==> src/logic/sps_cfg.svh <==
// Constants for the serial port select and master transmit block.
`ifndef SPS_CFG_SVH
`define SPS_CFG_SVH
// ==========================================================
// Clock and serial timing
`define SPS_CLK_MHZ 250
`define SPS_SCK_HALF_NS 16
`define SPS_HALF_CYC ((`SPS_SCK_HALF_NS * `SPS_CLK_MHZ + 999) / 1000)
// ==========================================================
// Select mode encodings and field positions
`define SPS_MODE_3WIRE 2'h0
`define SPS_MODE_4W_IN 2'h1
`define SPS_MODE_HI_BIT 1
`define SPS_MODE_LVL_BIT 0
`define SPS_CTL_DONE_BIT 7
`define SPS_CTL_MASTER_BIT 6
// ==========================================================
// Synchroniser lanes, reset values and buffer sizes
`define SPS_IX_SCK 0
`define SPS_IX_MOSI 1
`define SPS_IX_MISO 2
`define SPS_IX_SS 3
// Reset values match the idle pin levels (clock low, select high), so no
// false clock or select edge is seen when reset is released.
`define SPS_SYNC_RST 4'h8
`define SPS_BYTE_RST 8'h00
`define SPS_FIFO_DEPTH 16
`define SPS_WORD_W 8
`endif

==> src/logic/sps_pkg.sv <==
// Types shared by the serial port select and master transmit block.
package sps_pkg;
  // ==========================================================
  // Master sequencer states
  typedef enum logic [1:0] {
    SPS_IDLE = 2'b00,
    SPS_LOW = 2'b01,
    SPS_HIGH = 2'b10
  } sps_state_t;

  // ==========================================================
  // Pin drive group
  typedef struct packed {
    logic sck;
    logic sck_oe;
    logic mosi;
    logic mosi_oe;
    logic miso;
    logic miso_oe;
    logic ss_n;
    logic ss_n_oe;
  } sps_pin_out_t;

  // ==========================================================
  // Registered state of the serial core, apart from the transmit buffer
  typedef struct packed {
    logic [3:0] meta;
    logic [3:0] sync;
    logic [3:0] prev;
    sps_state_t st;
    logic [7:0] shreg;
    logic [2:0] bitn;
    logic [7:0] cnt;
    logic samp;
    logic busy;
    logic fault;
    logic done;
    logic irq;
    logic routed;
    logic [7:0] rx;
    sps_pin_out_t pins;
  } sps_core_t;
endpackage

==> src/logic/sps_fifo.sv <==
// Transmit buffer FIFO with valid and ready on both sides.
`timescale 1ns/100ps
module sps_fifo #(
  parameter int W = 8,
  parameter int D = 16,
  parameter int AW = $clog2(D)
) (
  // Clock and reset
  input wire logic ref_clk,
  input wire logic rst,
  // Fill side
  input wire logic in_valid,
  input wire logic [W-1:0] in_data,
  output logic in_ready,
  // Drain side
  output logic out_valid,
  output logic [W-1:0] out_data,
  input wire logic out_ready
);
  typedef struct packed {
    logic [D-1:0][W-1:0] mem;
    logic [AW:0] wp;
    logic [AW:0] rp;
  } sps_fifo_st_t;

  sps_fifo_st_t q, d;
  logic full, empty;

  assign empty = (q.wp == q.rp);
  assign full = (q.wp[AW] != q.rp[AW]) && (q.wp[AW-1:0] == q.rp[AW-1:0]);
  assign in_ready = !full;
  assign out_valid = !empty;
  assign out_data = q.mem[q.rp[AW-1:0]];

  always_comb begin
    d = q;
    if (in_valid && !full) begin
      d.mem[q.wp[AW-1:0]] = in_data;
      d.wp = q.wp + 1'b1;
    end
    if (out_ready && !empty) begin
      d.rp = q.rp + 1'b1;
    end
  end

  always_ff @(posedge ref_clk or posedge rst) begin
    if (rst) begin
      q <= '0;
    end else begin
      q <= d;
    end
  end
endmodule // sps_fifo

==> src/logic/sps_core.sv <==
// Serial port with select modes, master transmit and slave receive.
`timescale 1ns/100ps
`include "sps_cfg.svh"
module sps_core import sps_pkg::*; (
  // Clock and reset
  input wire logic ref_clk,
  input wire logic rst,
  // Control bits
  input wire logic port_enable,
  input wire logic master_enable_bit,
  input wire logic [1:0] select_mode_field,
  input wire logic int_enable,
  input wire logic flag_clear,
  // Data port
  input wire logic data_valid,
  input wire logic [7:0] serial_port_data_reg,
  output logic data_ready,
  // Status
  output logic transfer_complete_flag,
  output logic master_fault,
  output logic irq_req,
  output logic select_routed,
  output logic [7:0] rx_data,
  // Serial pins
  input wire logic sck_in,
  input wire logic mosi_in,
  input wire logic miso_in,
  input wire logic slave_select_n_in,
  output sps_pin_out_t pins
);
  localparam logic [7:0] HALF_LAST = 8'(`SPS_HALF_CYC - 1);

  // ==========================================================
  // Decode helpers
  // Slave addressing by mode.
  function automatic logic slave_sel(input logic [1:0] m, input logic ssn);
    slave_sel = (m == `SPS_MODE_3WIRE) || (m == `SPS_MODE_4W_IN && !ssn);
  endfunction

  sps_core_t q, n;
  logic tx_valid, tx_ready, pop, set_done, master, selected;
  logic rise, fall, ss_fall;
  logic [7:0] tx_byte;

  // ==========================================================
  // Transmit buffer
  // Buffered data writes.
  sps_fifo #(.W(`SPS_WORD_W), .D(`SPS_FIFO_DEPTH)) u_fifo (
    .ref_clk(ref_clk),
    .rst(rst),
    .in_valid(data_valid),
    .in_data(serial_port_data_reg),
    .in_ready(data_ready),
    .out_valid(tx_valid),
    .out_data(tx_byte),
    .out_ready(tx_ready)
  );
  assign tx_ready = pop;

  // ==========================================================
  // Next state
  always_comb begin
    n = q;
    pop = 1'b0;
    set_done = 1'b0;
    n.meta = {slave_select_n_in, miso_in, mosi_in, sck_in};
    n.sync = q.meta;
    n.prev = q.sync;
    master = port_enable && master_enable_bit && !q.fault;
    selected = port_enable && !master_enable_bit
      && slave_sel(select_mode_field, q.sync[`SPS_IX_SS]);
    rise = !q.prev[`SPS_IX_SCK] && q.sync[`SPS_IX_SCK];
    fall = q.prev[`SPS_IX_SCK] && !q.sync[`SPS_IX_SCK];
    ss_fall = q.prev[`SPS_IX_SS] && !q.sync[`SPS_IX_SS];
    if (!master_enable_bit) begin
      n.fault = 1'b0;
    end else if (select_mode_field == `SPS_MODE_4W_IN && ss_fall) begin
      n.fault = 1'b1;
    end
    case (q.st)
      SPS_IDLE: begin
        n.cnt = 8'h00;
        if (master && tx_valid) begin
          pop = 1'b1;
          n.shreg = tx_byte;
          n.bitn = 3'h0;
          n.st = SPS_LOW;
        end else if (!master_enable_bit) begin
          if (!selected) begin
            n.bitn = 3'h0;
            n.busy = 1'b0;
          end else begin
            if (q.bitn == 3'h0 && !q.busy && tx_valid) begin
              pop = 1'b1;
              n.shreg = tx_byte;
              n.busy = 1'b1;
            end
            if (rise) begin
              n.samp = q.sync[`SPS_IX_MOSI];
            end
            if (fall) begin
              n.shreg = {q.shreg[6:0], q.samp};
              n.bitn = q.bitn + 3'h1;
              if (q.bitn == 3'h7) begin
                set_done = 1'b1;
                n.busy = 1'b0;
                n.rx = {q.shreg[6:0], q.samp};
              end
            end
          end
        end
      end
      SPS_LOW: begin
        if (!master) begin
          n.st = SPS_IDLE;
        end else if (q.cnt == HALF_LAST) begin
          n.cnt = 8'h00;
          n.samp = q.sync[`SPS_IX_MISO];
          n.st = SPS_HIGH;
        end else begin
          n.cnt = q.cnt + 8'h01;
        end
      end
      SPS_HIGH: begin
        if (!master) begin
          n.st = SPS_IDLE;
        end else if (q.cnt == HALF_LAST) begin
          n.cnt = 8'h00;
          n.shreg = {q.shreg[6:0], q.samp};
          if (q.bitn == 3'h7) begin
            set_done = 1'b1;
            n.rx = {q.shreg[6:0], q.samp};
            n.st = SPS_IDLE;
          end else begin
            n.bitn = q.bitn + 3'h1;
            n.st = SPS_LOW;
          end
        end else begin
          n.cnt = q.cnt + 8'h01;
        end
      end
      default: begin
        n.st = SPS_IDLE;
      end
    endcase
    // Set wins over a clear in the same cycle.
    n.done = set_done || (q.done && !flag_clear);
    n.irq = int_enable && n.done;
    n.routed = (select_mode_field != `SPS_MODE_3WIRE);
    n.pins.sck = master && (q.st == SPS_HIGH);
    n.pins.sck_oe = master;
    n.pins.mosi = q.shreg[7];
    n.pins.mosi_oe = master;
    n.pins.miso = q.shreg[7];
    n.pins.miso_oe = selected;
    // Output select; level from the low bit.
    n.pins.ss_n = select_mode_field[`SPS_MODE_LVL_BIT];
    n.pins.ss_n_oe = port_enable && select_mode_field[`SPS_MODE_HI_BIT];
  end

  // ==========================================================
  // State register
  always_ff @(posedge ref_clk or posedge rst) begin
    if (rst) begin
      q <= '0;
      q.meta <= `SPS_SYNC_RST;
      q.sync <= `SPS_SYNC_RST;
      q.prev <= `SPS_SYNC_RST;
      q.shreg <= `SPS_BYTE_RST;
      q.st <= SPS_IDLE;
    end else begin
      q <= n;
    end
  end

  assign transfer_complete_flag = q.done;
  assign master_fault = q.fault;
  assign irq_req = q.irq;
  assign select_routed = q.routed;
  assign rx_data = q.rx;
  assign pins = q.pins;
endmodule // sps_core

==> config.mk <==
export PLATFORM = sky130hd
export DESIGN_NAME = sps_core
export DESIGN_NICKNAME = d
export VERILOG_FILES = /design/src/logic/sps_pkg.sv /design/src/logic/sps_fifo.sv /design/src/logic/sps_core.sv
export VERILOG_INCLUDE_DIRS = /design/src /design/src/logic
export SDC_FILE = /design/constraint.sdc
export NUM_CORES = 1
export LEC_CHECK = 0
export BUFFER_PORTS_ARGS = -buffer_cell sky130_fd_sc_hd__buf_4
export CAP_MARGIN = 20
export CORE_ASPECT_RATIO = 2
export CORE_MARGIN = 2
export CORE_UTILIZATION = 25
export DETAILED_ROUTE_END_ITERATION = 16
export GPL_TIMING_DRIVEN = 0
export HOLD_SLACK_MARGIN = 0.1
export PLACE_DENSITY = 0.37
export SETUP_SLACK_MARGIN = 0.05
export SKIP_LAST_GASP = 1
export SYNTH_ARGS = -nofsm -noshare
export SYNTH_HDL_FRONTEND = slang
export SYNTH_SLANG_ARGS = --single-unit
==> constraint.sdc <==
create_clock -name ref_clk -period 6.85 [get_ports ref_clk]
set_clock_uncertainty 0.05 [all_clocks]
set_input_delay 0.685 -clock ref_clk [delete_from_list [all_inputs] [get_ports ref_clk]]
set_output_delay 0.685 -clock ref_clk [all_outputs]
set_load 0.01 [all_outputs]
==> out/qor.csv <==
metric,value,unit
H-tree levels,4,
worst path cell trace,buf_6 -> xor2_1 -> nor4_4 -> nand2_1 -> buf_4,
routed len/inst,22.4,µm
total setup buffers inserted after CTS,0,
Adder-Cell Fraction of Synth Area,1.80,%
Post-synth ARST share,100,%
Hold Path Class,in -> async,
FP Rows,98,
Post-Syn Nets,622,
largest family of logic cells by synthesized area,multiplexers,
outcome,completed,
placed instance area,9950,µm²
Total Wirelength,25.0,mm
Post-Synth Simple-Gate Area,5.78,%
grt ovf,0,
Total Power,4.76,mW
Yosys top cell area share,51.5,%
crit path max fanout,8,
DPL Wire Length,17.7,mm
Clock Path Buffers,2,
Area Overhead vs Synth,16.9,%
layout cell share with drive strength beyond 1,47.1,%
drt pass-1 iters,6,
Post-synth EDFFs,0,
Die Y,273,µm
top post-synthesis cells by area,"dfrtp_1 52%, mux2_2 19%, mux4_1 6.4%",
cts bufs inserted,17,
Final Setup Violations,0,
# IOs,42,
via count,5181,
Worst setup SP type,flip-flop,
Final Cycle Share,41.8,%
global placement routability congestion,0.738,
endpoints failing hold,0,
Clock transition at path regs,0.08,ns
vias in the first global route,5796,
"Slew Viols, Final",0,
clk sink count,189,
Max Cap Viol,0,
total track usage,13.8,%
top_reg_cell synth,dfrtp_1,
Setup crit end kind,primary output,
Final nets,684,
CP max-delay cell,nor4_4,
RSZ-0062 raised after global routing,false,
"most common cell after layout, fill and taps aside",dfrtp_1,
Slew HR,33.4,%
Yosys cell types,57,
Yosys reg bits,189,
Critical Path Max Stage Delay,0.60,ns
compound-cell area share of the yosys netlist,3.34,%
synthesized instance count,588,
"Avg Cell Area, Syn",15.4,µm²
initial antenna violation count,0,
Initial Utilization,25.3,%
Slew @ Worst Pin,0.986,ns
Yosys warnings,0,
CTS resizes,0,
Vias/cell,4.65,
Pleak,4.66,nW
Critical Path AT,2.13,ns
leading area contributor after synthesis,dfrtp_1,
mapped cell area,9030,µm²
PwrDens,451,nW/µm²
drc violations,0,
multiplexer share of the synthesized area,31.0,%
max frequency,0.349,GHz
sequential share of the synthesized area,52.4,%
clock root cell,clkbuf_16,
XOR/XNOR Fraction of Synth Area,1.55,%
Die ar.,37700,µm²
Peak VDD IR,0.132,mV
Final ANT Viol Nets,0,
crit path kind,reg -> out,
fin area,10600,µm²
global-route wire length before repair,37.2,mm
Worst Path Buf+Inv,2,
Ant. Diodes,0,
pin count of the biggest net entering global routing,112,
most frequent cells in the layout,"186 x dfrtp_1, 152 x mux2_2, 58 x buf_4",
die width,138,µm
CTS Hold Bufs,0,
Worst EP required,6.11,ns
shortest period the worst path allows,2.86,ns
# port buffers,41,
"CP delay by family, top",simple AND/OR/NAND/NOR gates,
Iter 0 DRT Violations,223,
TritonCTS clock tree,built,
clk_lat worst skew,0.45,ns
Core ar.,35700,µm²
==> kinds of logic (layout without fill, tap and decap cells) <==
family	after synthesis	after routing
fa+ha+maj	13	13
buf+inv	56	131
simple gates	78	78
flops	189	189
compound gates	37	37
xor+xnor	16	16
mux	199	199
==> where the power goes <==
part / internal [mW] / switching, mW / total (mW)
Combinational: 1.04 / 0.908 / 1.95
Sequential: 1.55 / 0.226 / 1.78
Clock: 0.568 / 0.464 / 1.03
==> synthesized netlist by cell type (6+ instances only) <==
master,n
dfrtp_1,186
mux2_2,152
mux4_1,22
mux4_2,18
buf_4,17
nor2_1,14
ha_1,13
inv_1,12
nand2_1,12
nand3_2,12
clkbuf_1,10
xnor2_1,10
o21ai_0,9
nor2b_1,7
a21oi_1,6
mux2_4,6
xor2_1,6
==> flip-flops by register name (all words and copies together) (netlist names) <==
| name | flops |
|---|---|
| u_fifo.q | 138 |
| q | 24 |
| n | 9 |
| pins | 6 |
| select_routed | 1 |
| transfer_complete_flag | 1 |
| master_fault | 1 |
| rx_data | 8 |
| irq_req | 1 |
==> path summary, 6_finish.rpt <==
| check | depth (start not counted) | start | endpoint | slack [ns] |
|---|---|---|---|---|
| max reg2reg | 7 | u_fifo.q[1] | u_fifo.q[117] | 4.03 |
| min reg2reg | 0 | n[47] | n[43] | 0.31 |
| min in group ref_clk | 1 | miso_in | n[49] | 0.30 |
| max in group asynchronous | 3 | rst | u_fifo.q[85] | 5.50 |
| max | 5 | u_fifo.q[1] | data_ready | 3.99 |
| min | 2 | rst | q[23] | 0.25 |
==> through the flow <==
| stage | TNS (ns) | instances | util [%] | hold slack [ns] | worst slack [ns] |
|---|---|---|---|---|---|
| after global routing | 0 | 1113 | 29.6 | 0.258 | 3.82 |
| after detailed placement | 0 | 1081 | 27.9 | 0.290 | 3.94 |
| after CTS | 0 | 1113 | 29.6 | 0.252 | 3.89 |
| after global placement | -208.33 | 1079 | 27.7 | 0.295 | -1.15 |
| final | 0 | 1113 | 29.6 | 0.247 | 3.99 |
| after floorplan | 0 | 588 | - | 0.281 | 0.978 |
==> cell type report <==
class	count	area, µm²
fill	3536	25100
sequential	189	4730
clock inverter	13	153
clock buffer	19	453
tap	450	563
multi-input combinational	343	3920
buffer	44	330
timing repair buffer	43	350
inverter	12	52.6
==> metal layers <==
metal	share of wire [%]	global-route usage [%]
met5	0	0
met1	35	13.3
met4	3.9	6.98
met3	2.2	2.49
met2	59	27.4
No activity file was read; power rests on OpenSTA's default activity.
